[config.mk]
export PLATFORM = sky130hd
export DESIGN_NAME = jofc_top
export DESIGN_NICKNAME = d
export VERILOG_FILES = /design/src/jofc_pkg.sv /design/src/jofc_top.sv
export VERILOG_INCLUDE_DIRS = /design/src
export SDC_FILE = /design/constraint.sdc
export NUM_CORES = 1
export LEC_CHECK = 0
export BUFFER_PORTS_ARGS = -buffer_cell sky130_fd_sc_hd__buf_2
export CAP_MARGIN = 20
export CORE_ASPECT_RATIO = 0.9
export CORE_MARGIN = 2
export CORE_UTILIZATION = 49
export CTS_CLUSTER_SIZE = 28
export DETAILED_ROUTE_END_ITERATION = 6
export GPL_ROUTABILITY_DRIVEN = 0
export GPL_TIMING_DRIVEN = 0
export PLACE_DENSITY = 0.82
export SETUP_SLACK_MARGIN = 0.2
export SKIP_CTS_REPAIR_TIMING = 1
export SLEW_MARGIN = 15
export SYNTH_ARGS = -nofsm -noshare
export SYNTH_HDL_FRONTEND = slang
export SYNTH_SLANG_ARGS = --single-unit
[constraint.sdc]
create_clock -name sys_clk -period 1.85 [get_ports sys_clk]
set_clock_uncertainty 0.2 [all_clocks]
set_input_delay 0.185 -clock sys_clk [delete_from_list [all_inputs] [get_ports sys_clk]]
set_output_delay 0.185 -clock sys_clk [all_outputs]
set_load 0.01 [all_outputs]
[src/jofc_params.svh]
// register offsets, field positions and reset values for the output format block
`ifndef JOFC_PARAMS_SVH
`define JOFC_PARAMS_SVH

`define JOFC_ADDR_W          16
`define JOFC_OFS_CB2_SEL     16'h055A
`define JOFC_OFS_SAMPLE_FMT  16'h0561
`define JOFC_OFS_CHAN_ORDER  16'h0564
`define JOFC_OFS_RATE_BAND   16'h056E
`define JOFC_OFS_PLL_STATUS  16'h056F
`define JOFC_OFS_QUICK_PARAM 16'h0570
`define JOFC_OFS_IRQ_STATUS  16'h0580
`define JOFC_OFS_IRQ_ENABLE  16'h0581
`define JOFC_OFS_IRQ_CLEAR   16'h0582

`define JOFC_RST_CB2_SEL     3'h1
`define JOFC_RST_INVERT      1'h0
`define JOFC_RST_FORMAT      2'h1
`define JOFC_RST_SWAP        1'h0
`define JOFC_RST_RATE_BAND   4'h0
`define JOFC_RST_QL          2'h1
`define JOFC_RST_QM          3'h1
`define JOFC_RST_QF          3'h1

`define JOFC_CB2_LOW         3'h0
`define JOFC_CB2_OVR         3'h1
`define JOFC_CB2_MONITOR     3'h2
`define JOFC_CB2_FAST        3'h3
`define JOFC_CB2_SYSREF      3'h5

`define JOFC_FMT_OFFSET_BIN  2'h0
`define JOFC_FMT_TWOS        2'h1

`define JOFC_BAND_LOW        4'h5
`define JOFC_BAND_MID        4'h1
`define JOFC_BAND_HIGH       4'h0
`define JOFC_BAND_TOP        4'h3

`define JOFC_IRQ_LOCK_BIT    0
`define JOFC_IRQ_UNLOCK_BIT  1
`define JOFC_IRQ_BAND_BIT    2

`endif

[src/jofc_pkg.sv]
// types shared by the output format block
`default_nettype none
package jofc_pkg;
	typedef struct packed {
		logic [15:0] addr;
		logic [7:0]  wdata;
		logic        wr;
		logic        rd;
	} jofc_bus_req_t;

	typedef struct packed {
		logic [2:0] lanes_log2;
		logic [2:0] conv_log2;
		logic [2:0] octets_log2;
		logic [4:0] lanes;
		logic [4:0] conv;
		logic [8:0] octets;
	} jofc_link_t;
endpackage
`default_nettype wire

[src/jofc_top.sv]
// register bank and sample formatting for the serial output path
//
// What this block does
// - control bit 2 source select; resets to overrange
// - invert flips samples; format offset binary or twos, default twos
// - channel swap bit zero keeps order, one swaps the channel pair
// - lane count is two to the L field, reset value one
// - converter count is two to the M field (zero for M above 4), reset value one
// - octets per frame is two to the F field, reset value one
//
// Our own choice: strobed register access.
`timescale 1ns/100ps
`default_nettype none
`include "jofc_params.svh"

module jofc_top #(
	parameter int SAMPLE_W = 14
) (
	input  wire logic                 sys_clk,      // 50 MHz clock
	input  wire logic                 rst_n,        // async reset, low
	input  wire jofc_pkg::jofc_bus_req_t bus_req,   // register request
	output logic [7:0]                rdata,        // read data, next cycle
	input  wire logic [SAMPLE_W-1:0]  samp_a_in,    // converter a sample
	input  wire logic [SAMPLE_W-1:0]  samp_b_in,    // converter b sample
	input  wire logic                 ovr_a,        // overrange, channel a
	input  wire logic                 ovr_b,        // overrange, channel b
	input  wire logic                 signal_monitor_flag, // monitor flag
	input  wire logic                 fast_detect_a, // fast detect_flag a
	input  wire logic                 fast_detect_b, // fast detect_flag b
	input  wire logic                 sysref_in,    // sysref sampled level
	input  wire logic                 pll_locked,   // serializer pll lock
	output logic [SAMPLE_W-1:0]       samp_a_out,   // formatted sample a
	output logic [SAMPLE_W-1:0]       samp_b_out,   // formatted sample b
	output logic                      cbit2_a,      // control bit 2, a
	output logic                      cbit2_b,      // control bit 2, b
	output logic [3:0]                rate_band,    // serializer rate band
	output jofc_pkg::jofc_link_t      link_cfg,     // L, M, F to framer
	output logic                      irq           // level interrupt
);
	import jofc_pkg::*;

	logic [2:0] cb2_sel_r;
	logic       invert_r;
	logic [1:0] format_r;
	logic       swap_r;
	logic       chan_rsvd_r;
	logic [3:0] band_r;
	logic [1:0] ql_r;
	logic [2:0] qm_r;
	logic [2:0] qf_r;
	logic [2:0] irq_stat_r;
	logic [2:0] irq_en_r;
	logic       lock_d_r;
	logic [7:0] rdata_nxt;
	logic [2:0] irq_stat_nxt;

	wire hit_cb2   = bus_req.addr == `JOFC_OFS_CB2_SEL;
	wire hit_fmt   = bus_req.addr == `JOFC_OFS_SAMPLE_FMT;
	wire hit_chan  = bus_req.addr == `JOFC_OFS_CHAN_ORDER;
	wire hit_band  = bus_req.addr == `JOFC_OFS_RATE_BAND;
	wire hit_pll   = bus_req.addr == `JOFC_OFS_PLL_STATUS;
	wire hit_quick = bus_req.addr == `JOFC_OFS_QUICK_PARAM;
	wire hit_ist   = bus_req.addr == `JOFC_OFS_IRQ_STATUS;
	wire hit_ien   = bus_req.addr == `JOFC_OFS_IRQ_ENABLE;
	wire hit_iclr  = bus_req.addr == `JOFC_OFS_IRQ_CLEAR;
	wire wr        = bus_req.wr;

	// reserved codes have no source and read as a low bit
	function automatic logic cb2_pick(input logic [2:0] sel,
	                                  input logic ovr, input logic fast);
		case (sel)
			`JOFC_CB2_LOW:    cb2_pick = 1'b0;
			`JOFC_CB2_OVR:    cb2_pick = ovr;
			`JOFC_CB2_MONITOR: cb2_pick = signal_monitor_flag;
			`JOFC_CB2_FAST:   cb2_pick = fast;
			`JOFC_CB2_SYSREF: cb2_pick = sysref_in;
			default:          cb2_pick = 1'b0;
		endcase
	endfunction

	// twos complement flips the msb of an offset binary code
	function automatic logic [SAMPLE_W-1:0] fmt(input logic [SAMPLE_W-1:0] s);
		logic [SAMPLE_W-1:0] v;
		v = invert_r ? ~s : s;
		if (format_r == `JOFC_FMT_TWOS)
			v[SAMPLE_W-1] = ~v[SAMPLE_W-1];
		fmt = v;
	endfunction

	wire [SAMPLE_W-1:0] src_a = swap_r ? samp_b_in : samp_a_in;
	wire [SAMPLE_W-1:0] src_b = swap_r ? samp_a_in : samp_b_in;
	wire ovr_sa = swap_r ? ovr_b : ovr_a;
	wire ovr_sb = swap_r ? ovr_a : ovr_b;
	wire fast_sa = swap_r ? fast_detect_b : fast_detect_a;
	wire fast_sb = swap_r ? fast_detect_a : fast_detect_b;

	// events: lock gained, lock lost, rate band rewritten while locked
	wire ev_lock   = pll_locked & ~lock_d_r;
	wire ev_unlock = ~pll_locked & lock_d_r;
	wire ev_band   = wr & hit_band & pll_locked;
	wire [2:0] ev  = {ev_band, ev_unlock, ev_lock};
	wire [2:0] clr = (wr & hit_iclr) ? bus_req.wdata[2:0] : 3'h0;

	always_comb begin
		irq_stat_nxt = (irq_stat_r & ~clr) | ev; // set wins over clear
	end

	always_comb begin
		rdata_nxt = 8'h00;
		if (bus_req.rd) begin
			unique case (1'b1)
				hit_cb2:   rdata_nxt = {5'h00, cb2_sel_r};
				hit_fmt:   rdata_nxt = {5'h00, invert_r, format_r};
				hit_chan:  rdata_nxt = {6'h00, chan_rsvd_r, swap_r};
				hit_band:  rdata_nxt = {band_r, 4'h0};
				hit_pll:   rdata_nxt = {pll_locked, 7'h00};
				hit_quick: rdata_nxt = {ql_r, qm_r, qf_r};
				hit_ist:   rdata_nxt = {5'h00, irq_stat_r};
				hit_ien:   rdata_nxt = {5'h00, irq_en_r};
				default:   rdata_nxt = 8'h00;
			endcase
		end
	end

	always_ff @(posedge sys_clk or negedge rst_n) begin
		if (!rst_n) begin
			cb2_sel_r <= `JOFC_RST_CB2_SEL;
			invert_r  <= `JOFC_RST_INVERT;
			format_r  <= `JOFC_RST_FORMAT;
		end else if (wr && hit_cb2) begin
			cb2_sel_r <= bus_req.wdata[2:0];
		end else if (wr && hit_fmt) begin
			invert_r  <= bus_req.wdata[2];
			format_r  <= bus_req.wdata[1:0];
		end
	end

	always_ff @(posedge sys_clk or negedge rst_n) begin
		if (!rst_n) begin
			swap_r      <= `JOFC_RST_SWAP;
			chan_rsvd_r <= 1'b0;
			band_r      <= `JOFC_RST_RATE_BAND;
		end else if (wr && hit_chan) begin
			swap_r      <= bus_req.wdata[0];
			chan_rsvd_r <= bus_req.wdata[1];
		end else if (wr && hit_band) begin
			band_r      <= bus_req.wdata[7:4];
		end
	end

	always_ff @(posedge sys_clk or negedge rst_n) begin
		if (!rst_n) begin
			ql_r <= `JOFC_RST_QL;
			qm_r <= `JOFC_RST_QM;
			qf_r <= `JOFC_RST_QF;
		end else if (wr && hit_quick) begin
			ql_r <= bus_req.wdata[7:6];
			qm_r <= bus_req.wdata[5:3];
			qf_r <= bus_req.wdata[2:0];
		end
	end

	always_ff @(posedge sys_clk or negedge rst_n) begin
		if (!rst_n) begin
			irq_stat_r <= 3'h0;
			irq_en_r   <= 3'h0;
			lock_d_r   <= 1'b0;
			rdata      <= 8'h00;
		end else begin
			irq_stat_r <= irq_stat_nxt;
			if (wr && hit_ien)
				irq_en_r <= bus_req.wdata[2:0];
			lock_d_r   <= pll_locked;
			rdata      <= rdata_nxt;
		end
	end

	// data path is registered so the framer sees glitch-free samples
	always_ff @(posedge sys_clk or negedge rst_n) begin
		if (!rst_n) begin
			samp_a_out <= '0;
			samp_b_out <= '0;
			cbit2_a    <= 1'b0;
			cbit2_b    <= 1'b0;
		end else begin
			samp_a_out <= fmt(src_a);
			samp_b_out <= fmt(src_b);
			cbit2_a    <= cb2_pick(cb2_sel_r, ovr_sa, fast_sa);
			cbit2_b    <= cb2_pick(cb2_sel_r, ovr_sb, fast_sb);
		end
	end

	// codes above the documented range are passed on unchecked
	assign rate_band            = band_r;
	assign link_cfg.lanes_log2  = {1'b0, ql_r};
	assign link_cfg.conv_log2   = qm_r;
	assign link_cfg.octets_log2 = qf_r;
	assign link_cfg.lanes  = 5'(5'h01 << ql_r);
	assign link_cfg.conv   = 5'(5'h01 << qm_r);
	assign link_cfg.octets = 9'(9'h001 << qf_r);
	assign irq = |(irq_stat_r & irq_en_r);
endmodule
`default_nettype wire

==> results of run 1 <==
## layout make-up
type / count / share of cell area (%)
clock inverter: 3 / 0.799
clock buffer: 13 / 3.17
tap: 90 / 2.25
timing repair buffer: 179 / 22.9
multi-input combinational: 190 / 35.0
buffer: 17 / 2.57
inverter: 10 / 0.749
sequential: 65 / 32.6
## cells by family (layout without fill, tap and decap cells)
logic type             after synthesis  in the layout
AO/OA/AOI/OAI                       26             26
XOR/XNOR                            30             30
buffers and inverters               28            222
flip-flops                          65             65
multiplexers                        55             55
other                                1              3
AND/OR/NAND/NOR                     76             76
## registers in the layout (all words and copies together) (netlist names)
register,cells
qf_r,3
qm_r,3
rdata,8
cbit2_a,1
lock_d_r,1
ql_r,2
chan_rsvd_r,1
format_r,2
rate_band,4
irq_en_r,3
irq_stat_r,3
samp_a_out,14
invert_r,1
cb2_sel_r,3
swap_r,1
cbit2_b,1
samp_b_out,14
## synthesized netlist by cell type, drive strengths merged (2+ instances only)
| master | instances |
|---|---|
| nand4b | 2 |
| a221oi | 2 |
| xnor2 | 28 |
| nand2 | 8 |
| mux2i | 33 |
| xor2 | 2 |
| a32oi | 5 |
| mux2 | 22 |
| and3 | 4 |
| and3b | 3 |
| buf | 7 |
| nor3 | 9 |
| nand4 | 2 |
| a2111oi | 3 |
| clkbuf | 11 |
| nor2b | 4 |
| o21ai | 5 |
| nand3b | 6 |
| or4b | 3 |
| dfstp | 5 |
| nor2 | 11 |
| or4 | 2 |
| nor4 | 4 |
| dfrtp | 60 |
| a31oi | 2 |
| nor3b | 6 |
| o31ai | 2 |
| inv | 10 |
## per-stage QoR
step | power, mW | hold WS [ns] | setup slack (ns)
4_1_cts | 2.98 | -0.513 | -0.144
3_3_place_gp | 1.76 | 0.155 | -0.457
6_report | 3.05 | -0.00272 | 0.108
2_1_floorplan | 1.61 | -0.311 | -0.157
5_1_grt | 3.19 | -0.000510 | 0.0881
3_5_place_dp | 1.78 | -0.164 | -0.448
## report_power, final
part,internal (mW),total [mW],leakage [nW],switching [mW]
Combinational,0.189,0.373,1.51,0.184
Clock,0.694,1.21,0.103,0.518
Sequential,1.45,1.46,0.797,0.00865
## how the worst min path moves through the flow
stage                  startpoint                  endpoint  slack (ns)  cells after the start
CTS                         rst_n       qf_r[2]$_DFFE_PN0P_       -0.51                      1
finish              samp_b_in[10]  samp_b_out[10]$_DFF_PN0_      -0.003                      3
detailed placement          rst_n       qf_r[2]$_DFFE_PN0P_       -0.16                      1
global placement       pll_locked        lock_d_r$_DFF_PN0_        0.15                      1
floorplan                   rst_n  cb2_sel_r[1]$_DFFE_PN0N_       -0.31                      0
global route        samp_b_in[10]  samp_b_out[10]$_DFF_PN0_     -0.0005                      3
## routing by layer
metal,global-route usage (%),vias up,part of all wire (%)
met5,0,-,0
met3,3.72,21,5.4
met1,26.8,1505,38
met4,8.94,0,2.3
met2,38.7,131,54
li1,-,1391,-
## worst max-delay path, stage by stage
cell and delay, ns:
buf_2 0.12, or4b_4 0.56, or4_4 0.48, o31a_1 0.26, a21o_1 0.15
==> impl_results.md, run 1 <==
- Area Overhead vs Synth: 50.5%
- Clock sink count: 65
- Port bufs: 129
- Vias in the first global route: 2,752
- Fin cells: 567
- Yosys reg bits: 65
- Area after DPL: 4140 um^2
- CP arrival: 1.75 ns
- GRT Total Usage: 21.7%
- Root Driver: clkbuf_8
- DRT iter0 DRCs: 187
- Final Hold Viols: 1
- Yosys warns: 0
- Mapped cell area: 3330 um^2
- Die Footprint: 7480 um^2
- CP Max Fanout: 4
- Reg2reg end: rdata[2]$_DFF_PN0_
- DR vias: 3,048
- Share of post-route cells with drive strength above 1: 48.6%
- # IOs: 134
- Bufs on Longest Clock Path: 2
- Post-Synth Adder-Cell Area: 0%
- Synth Area in Simple Gates: 15.7%
- Synth Area per Inst: 11.9 um^2
- Failing checks: hold timing
- Multi-input logic area: 1750 um^2
- CP startpoint: bus_req[16]
- Depth of the CTS H-tree: 3
- Fin crit period: 1.74 ns
- Largest family of logic cells by synthesized area: multiplexers
- Worst hold path type: in -> reg
- Most common cell after layout, fill and taps aside: buf_2
- Layout Nets: 535
- Setup violations, final: 0
- Setup CP Type: in -> reg
- Multiplexer share of the synthesized area: 17.3%
- Register area: 1630 um^2
- Die Span Y: 82.2 um
- Clk slew on worst S/H paths: 0.07 ns
- Largest cells by area after synthesis: dfrtp_1 45%, mux2i_1 9.9%, mux2_2 7.4%
- Status: finished, violations left
- Total core area: 6590 um^2
- CTS tree: yes
- Drt drc: 0
- Total of max-cap violations: 0
- Crit. End Element: flip-flop
- Leak pwr: 2.41 nW
- Startpoint Class: input port
- Post-synthesis xor/xnor area fraction: 7.89%
- Die width: 90.9 um
- Worst VDD drop: 0.423 mV
- Commonest cells after routing, fill and taps aside: 127 x buf_2, 60 x dfrtp_1, 36 x dlygate4sd3_1
- First-pass GRT wire length: 12,800 um
- CTS Buf Count: 9
- Post-Route WL: 9790 um
- Antenna violations before repair: 0
- Clk Latency, worst-skew pair: 0.32 ns
- R2R Setup Slk: 0.14 ns
- Syn Inst Count: 281
- Final period util: 94.2%
- Synth cell types: 56
- Total global routing overflow: 0
- DPL Wire Length: 6110 um
- Initial core utilization: 50.6%
- RSZ-0062 raised after global routing: true
- Yosys top cell area share: 45.1%
- Row Count: 28
- Fill cell count: 456
- CP endpoint: irq_stat_r[2]$_DFF_PN0_
- Vias per inst: 5.38
- Peak Freq: 574 MHz
- Slew Limit Fails: 0
- Routed Antenna Nets: 0
- Post-synthesis sequential area ratio: 49.0%
- Largest net degree at the start of global routing: 57
- Post-synth ARST share: 100%
- Synth Area in Compound Gates: 6.16%
- Final Cell Area: 5010 um^2
- Dominant synthesized flop cell: dfrtp_1
- Post-DR wirelength/cell: 17.3 um
- Ant diodes: 0
- First-pass DRT Iterations: 4
- Synth area leader: dfrtp_1
- Power per cell area: 608 nW/um^2
- Worst r2r path cells: 5
- R2R Path Start: invert_r$_DFFE_PN0P_
- Worst hold margin: -0.00272 ns
- Final setup TNS: 0 ns
- CP required: 1.86 ns
- Dpl cells: 503
- Post-route core utilization: 76.1%
- Number of synthesized flops with an enable pin: 0
Note: power is estimated with default switching activity, not from simulation.
==> run 2, diff against run 1 <==
--- a/config.mk
+++ b/config.mk
@@ -8,14 +8,18 @@
 export LEC_CHECK = 0
 export BUFFER_PORTS_ARGS = -buffer_cell sky130_fd_sc_hd__buf_2
 export CAP_MARGIN = 20
+export CELL_PAD_IN_SITES_DETAIL_PLACEMENT = 0
+export CELL_PAD_IN_SITES_GLOBAL_PLACEMENT = 1
 export CORE_ASPECT_RATIO = 0.9
 export CORE_MARGIN = 2
-export CORE_UTILIZATION = 49
+export CORE_UTILIZATION = 38
+export CTS_BUF_LIST = sky130_fd_sc_hd__clkbuf_4 sky130_fd_sc_hd__clkbuf_8
 export CTS_CLUSTER_SIZE = 28
 export DETAILED_ROUTE_END_ITERATION = 6
 export GPL_ROUTABILITY_DRIVEN = 0
 export GPL_TIMING_DRIVEN = 0
-export PLACE_DENSITY = 0.82
+export PLACE_DENSITY = 0.83
+export RECOVER_POWER = 100
 export SETUP_SLACK_MARGIN = 0.2
 export SKIP_CTS_REPAIR_TIMING = 1
 export SLEW_MARGIN = 15
==> run 2 against run 1 <==
Clock power hardly changed. First-iteration DRC count is 45% lower. Critical endpoint unchanged. Non-clock buffer count increased by 4. Hold slack improved by 0.084 ns. Wire length decreased by 5.5%. The run now ends clean. Highest routed layer unchanged. Sequential power about the same. Flip-flop and latch count unchanged. Utilization is 18 points lower. Worst setup slack lost 0.052 ns. Power down 1.1%. Register-to-register slack gained 0.13 ns.
==> impl_results.md, run 2 (same netlist as run 1, synthesis figures left out) <==
- DR vias: 2,984
- Antenna violations before repair: 0
- Largest registers: samp_a_out: 14 flops, samp_b_out: 14 flops, rdata: 8 flops
- Hold path start: bus_req[1]
- Root Driver: clkbuf_8
- Net Sw Frac: 24.2%
- Final period util: 97.0%
- CTS Buf Count: 9
- Routed Antenna Nets: 0
- Vias per inst: 4.97
- CP Cell Sequence: buf_2 -> or4b_1 -> or4_4 -> o31a_1 -> a21o_1
- Die width: 103 um
- Status: finished clean
- Layout Nets: 539
- CP startpoint: bus_req[15]
- RSZ-0062 raised after global routing: true
- Final setup TNS: 0 ns
- Setup CP Type: in -> reg
- Worst-margin pin slew: 0.943 ns
- First-pass DRT Iterations: 4
- Row Count: 32
- Startpoint Class: input port
- Share of post-route cells with drive strength above 1: 33.9%
- Most common cell after layout, fill and taps aside: buf_2
- Final Hold Viols: 0
- Fill cell count: 750
- Die Footprint: 9530 um^2
- Depth of the CTS H-tree: 3
- Post-route core utilization: 58.0%
- DRT iter0 DRCs: 102
- Power per cell area: 610 nW/um^2
- Setup violations, final: 0
- Leak pwr: 2.19 nW
- Total of max-cap violations: 0
- Largest net degree at the start of global routing: 52
- Crit. End Element: flip-flop
- First-pass GRT wire length: 13,100 um
- Port bufs: 129
- Crit-path slowest cell: or4b_1
- Area Overhead vs Synth: 48.4%
- Total global routing overflow: 0
- Combinational power share: 11.9%
- GRT Total Usage: 18.1%
- DPL Wire Length: 6380 um
- Bufs on Longest Clock Path: 2
- Drt drc: 0
- Slew HR: 37.1%
- Vias in the first global route: 2,698
- Commonest cells after routing, fill and taps aside: 69 x buf_2, 62 x clkbuf_1, 60 x dfrtp_1
- Ant diodes: 0
- Worst VDD drop: 0.325 mV
- Switching Power: 729 uW
- CTS tree: yes
- Slew Limit Fails: 0
- CP required: 1.88 ns
- Clk slew on worst S/H paths: 0.08 ns
- CP Max Fanout: 4
- CP arrival: 1.82 ns
- Post-Route WL: 9250 um
- Worst hold margin: 0.0814 ns
- Clk Latency, worst-skew pair: 0.34 ns
- # IOs: 134
- R2R Path Start: swap_r$_DFFE_PN0P_
- Worst hold path type: in -> reg
- Fin crit period: 1.79 ns
- Int Power: 2.28 mW
- Reg power frac: 48.5%
- Total core area: 8530 um^2
- Peak Freq: 557 MHz
- Initial core utilization: 39.1%
- Clock sink count: 65
- Delay of the slowest critical-path stage: 0.61 ns
- Die Span Y: 92.8 um
- Clk pwr share: 39.6%
- Post-DR wirelength/cell: 15.4 um
==> run 2: metrics by stage <==
stage / setup WS, ns / std cells / area, um^2 / power [mW]
floorplan: -0.157 / 283 / 3360 / 1.61
global placement: -0.485 / 531 / 4150 / 1.76
detailed placement: -0.500 / 532 / 4180 / 1.78
CTS: -0.205 / 548 / 4380 / 2.99
global route: 0.0511 / 600 / 4940 / 3.16
finish: 0.0557 / 600 / 4940 / 3.01
==> run 2: critical path: cells and delay by family <==
family	cells	cell delay (ns)
buffers and inverters	1	0.12
and+or+nand+nor	2	1.10
AOI/OAI and AO/OA	2	0.42
==> run 2: final timing paths <==
kind,to,slack [ns],cells after the start
setup / recovery,irq_stat_r[2]$_DFF_PN0_,0.06,5
hold / removal,qf_r[2]$_DFFE_PN0P_,0.08,3
setup reg to reg,samp_a_out[5]$_DFF_PN0_,0.27,4
hold reg to reg,irq_stat_r[0]$_DFF_PN0_,0.24,1
max in group asynchronous,cb2_sel_r[0]$_DFFE_PN1N_,0.31,3
min in group asynchronous,samp_b_out[10]$_DFF_PN0_,0.33,2
==> run 2: layout make-up <==
cell class | instances | area [um^2] | share of cell area (%)
inverter | 10 | 37.5 | 0.759
sequential | 65 | 1630 | 33.0
timing repair buffer | 182 | 1110 | 22.4
buffer | 18 | 119 | 2.40
multi-input combinational | 190 | 1700 | 34.4
clock buffer | 11 | 139 | 2.81
tap | 119 | 149 | 3.01
clock inverter | 5 | 56.3 | 1.14
==> run 2: power by group through the flow <==
stage | Combinational (mW) | Sequential, mW | Clock [mW]
after floorplan | 0.0991 | 1.51 | 0
after global placement | 0.274 | 1.49 | 0
after detailed placement | 0.289 | 1.49 | 0
after CTS | 0.290 | 1.46 | 1.24
after global routing | 0.391 | 1.47 | 1.30
final | 0.357 | 1.46 | 1.19
==> run 2: metal layers <==
metal / vias up / share of wire (%) / routed length [um] / GRT usage (%)
li1: 1403 / - / - / -
met1: 1489 / 44 / 4040 / 23.9
met2: 79 / 51 / 4690 / 28.8
met3: 13 / 3.9 / 359 / 3.17
met4: 0 / 1.7 / 159 / 8.11
met5: - / 0 / 0 / 0
==> run 3, diff against run 2 <==
--- a/config.mk
+++ b/config.mk
@@ -8,11 +8,9 @@
 export LEC_CHECK = 0
 export BUFFER_PORTS_ARGS = -buffer_cell sky130_fd_sc_hd__buf_2
 export CAP_MARGIN = 20
-export CELL_PAD_IN_SITES_DETAIL_PLACEMENT = 0
-export CELL_PAD_IN_SITES_GLOBAL_PLACEMENT = 1
 export CORE_ASPECT_RATIO = 0.9
 export CORE_MARGIN = 2
-export CORE_UTILIZATION = 38
+export CORE_UTILIZATION = 50
 export CTS_BUF_LIST = sky130_fd_sc_hd__clkbuf_4 sky130_fd_sc_hd__clkbuf_8
 export CTS_CLUSTER_SIZE = 28
 export DETAILED_ROUTE_END_ITERATION = 6
==> run 3 against run 2 <==
Via count grew 4.5%. Utilization rose by 18 points. Worst setup slack better by 0.031 ns. Sequential share of layout area increased by 0.067 points. Hold slack got worse by 0.080 ns. Clock power up 13%. First-iteration DRC count rose by 72%. Sequential power barely moved. Critical endpoint is now link_cfg[1]. Largest cell class unchanged. Highest routed layer unchanged.
==> impl_results.md, run 3 (same netlist as run 1, synthesis figures left out) <==
- R2R Setup Slk: 0.20 ns
- Post-DR wirelength/cell: 17.2 um
- Slew HR: 42.2%
- Final Cell Area: 4930 um^2
- Share of post-route cells with drive strength above 1: 34.0%
- DRT iter0 DRCs: 175
- Clock sink count: 65
- Power per cell area: 644 nW/um^2
- Most common cell after layout, fill and taps aside: buf_2
- Worst-margin pin slew: 0.867 ns
- Reg2reg end: samp_a_out[2]$_DFF_PN0_
- Row Count: 28
- Drt drc: 0
- Layout Nets: 541
- CTS tree: yes
- Worst Hold Endpoint: samp_a_out[4]$_DFF_PN0_
- Vias in the first global route: 2,706
- Setup CP Type: reg -> out
- Die Span Y: 81.4 um
- Clk Latency, worst-skew pair: 0.33 ns
- Area after DPL: 4120 um^2
- Leak pwr: 2.21 nW
- # IOs: 134
- First-pass DRT Iterations: 4
- Routed Antenna Nets: 0
- Hold path start: samp_b_in[4]
- Ant diodes: 0
- Antenna violations before repair: 0
- Worst hold margin: 0.00128 ns
- Startpoint Class: flip-flop
- Crit. End Element: primary output
- Status: finished clean
- Largest registers: samp_a_out: 14 flops, samp_b_out: 14 flops, rdata: 8 flops
- Total of max-cap violations: 0
- Setup WS pre-CTS: -0.467 ns
- DR vias: 3,118
- Largest net degree at the start of global routing: 66
- Clk slew on worst S/H paths: 0.08 ns
- Root Driver: clkbuf_8
- Die width: 90.1 um
- Depth of the CTS H-tree: 3
- Worst hold path type: in -> reg
- Total global routing overflow: 0
- Worst VDD drop: 0.443 mV
- CTS Buf Count: 9
- Setup violations, final: 0
- R2R Path Start: swap_r$_DFFE_PN0P_
- Total core area: 6520 um^2
- Fill cell count: 477
- Final Hold Viols: 0
- Design Power: 3.18 mW
- Area Overhead vs Synth: 48.1%
- Die Footprint: 7330 um^2
- DPL Wire Length: 5930 um
- CP arrival: 1.38 ns
- Commonest cells after routing, fill and taps aside: 67 x buf_2, 65 x clkbuf_1, 60 x dfrtp_1
- Initial core utilization: 51.1%
- CP Max Fanout: 5
- Fin crit period: 1.76 ns
- CP required: 1.46 ns
- RSZ-0062 raised after global routing: true
- Final period util: 95.3%
- Peak Freq: 567 MHz
- Vias per inst: 5.44
- Worst r2r path cells: 4
- Bufs on Longest Clock Path: 2
- Post-Route WL: 9870 um
- Post-route setup slack: 0.0869 ns
- Port bufs: 129
- Slew Limit Fails: 0
- First-pass GRT wire length: 12,900 um
- GRT Total Usage: 22.0%
- Hold depth: 3
==> run 3: changes by cell type in the layout (fill, tap and decap cells not counted), sizes merged <==
cell,change
dlygate4sd3,-1
bufinv,+1
clkinvlp,-1
clkbuf,-1
buf,+4
==> run 3: routing by layer <==
| metal | wire, um | global-route usage (%) | vias to the layer above |
|---|---|---|---|
| li1 | - | - | 1409 |
| met1 | 3790 | 28.5 | 1552 |
| met2 | 5300 | 37.8 | 143 |
| met3 | 613 | 4.59 | 14 |
| met4 | 172 | 7.23 | 0 |
| met5 | 0 | 0 | - |
==> run 3: worst max-delay path by stage <==
stage / endpoint / slack [ns] / from / depth (start not counted)
4_1_cts: samp_a_out[0]$_DFF_PN0_ / -0.20 / invert_r$_DFFE_PN0P_ / 3
6_report: link_cfg[1] / 0.09 / qf_r[0]$_DFFE_PN1P_ / 3
3_5_place_dp: qm_r[1]$_DFFE_PN0P_ / -0.47 / bus_req[23] / 5
2_1_floorplan: irq_stat_r[2]$_DFF_PN0_ / -0.16 / bus_req[14] / 5
3_3_place_gp: qm_r[2]$_DFFE_PN0P_ / -0.45 / bus_req[23] / 5
5_1_grt: swap_r$_DFFE_PN0P_ / 0.04 / bus_req[23] / 5
==> run 3: stage by stage <==
step / setup TNS, ns / std cells / util, %
floorplan: -1.55 / 283 / -
global placement: -10.53 / 502 / 63.1
detailed placement: -12.06 / 502 / 63.2
CTS: -4.00 / 518 / 66.6
global route: 0 / 573 / 75.7
finish: 0 / 573 / 75.7
==> run 3: cell type report <==
class                   count  area [um^2]  area share [%]
plain buffers              18          128            2.59
clock buffers              11          145            2.94
clock inverters             5         78.8            1.60
inverters                  10         37.5           0.761
multi-input cells         190         1710            34.7
flip-flops and latches     65         1630            33.1
well taps                  90          113            2.28
repair buffers            184         1090            22.1
==> run 3: critical path: stages (launching register included) <==
cell and delay [ns]:
dfstp_1 0.57, buf_6 0.13, nor3b_2 0.16, clkbuf_1 0.19
==> run 3: power breakdown <==
part	switching, mW	total [mW]	leakage (nW)	internal (mW)
Clock	0.541	1.35	0.117	0.809
Sequential	0.00934	1.46	0.797	1.45
Combinational	0.184	0.366	1.29	0.183
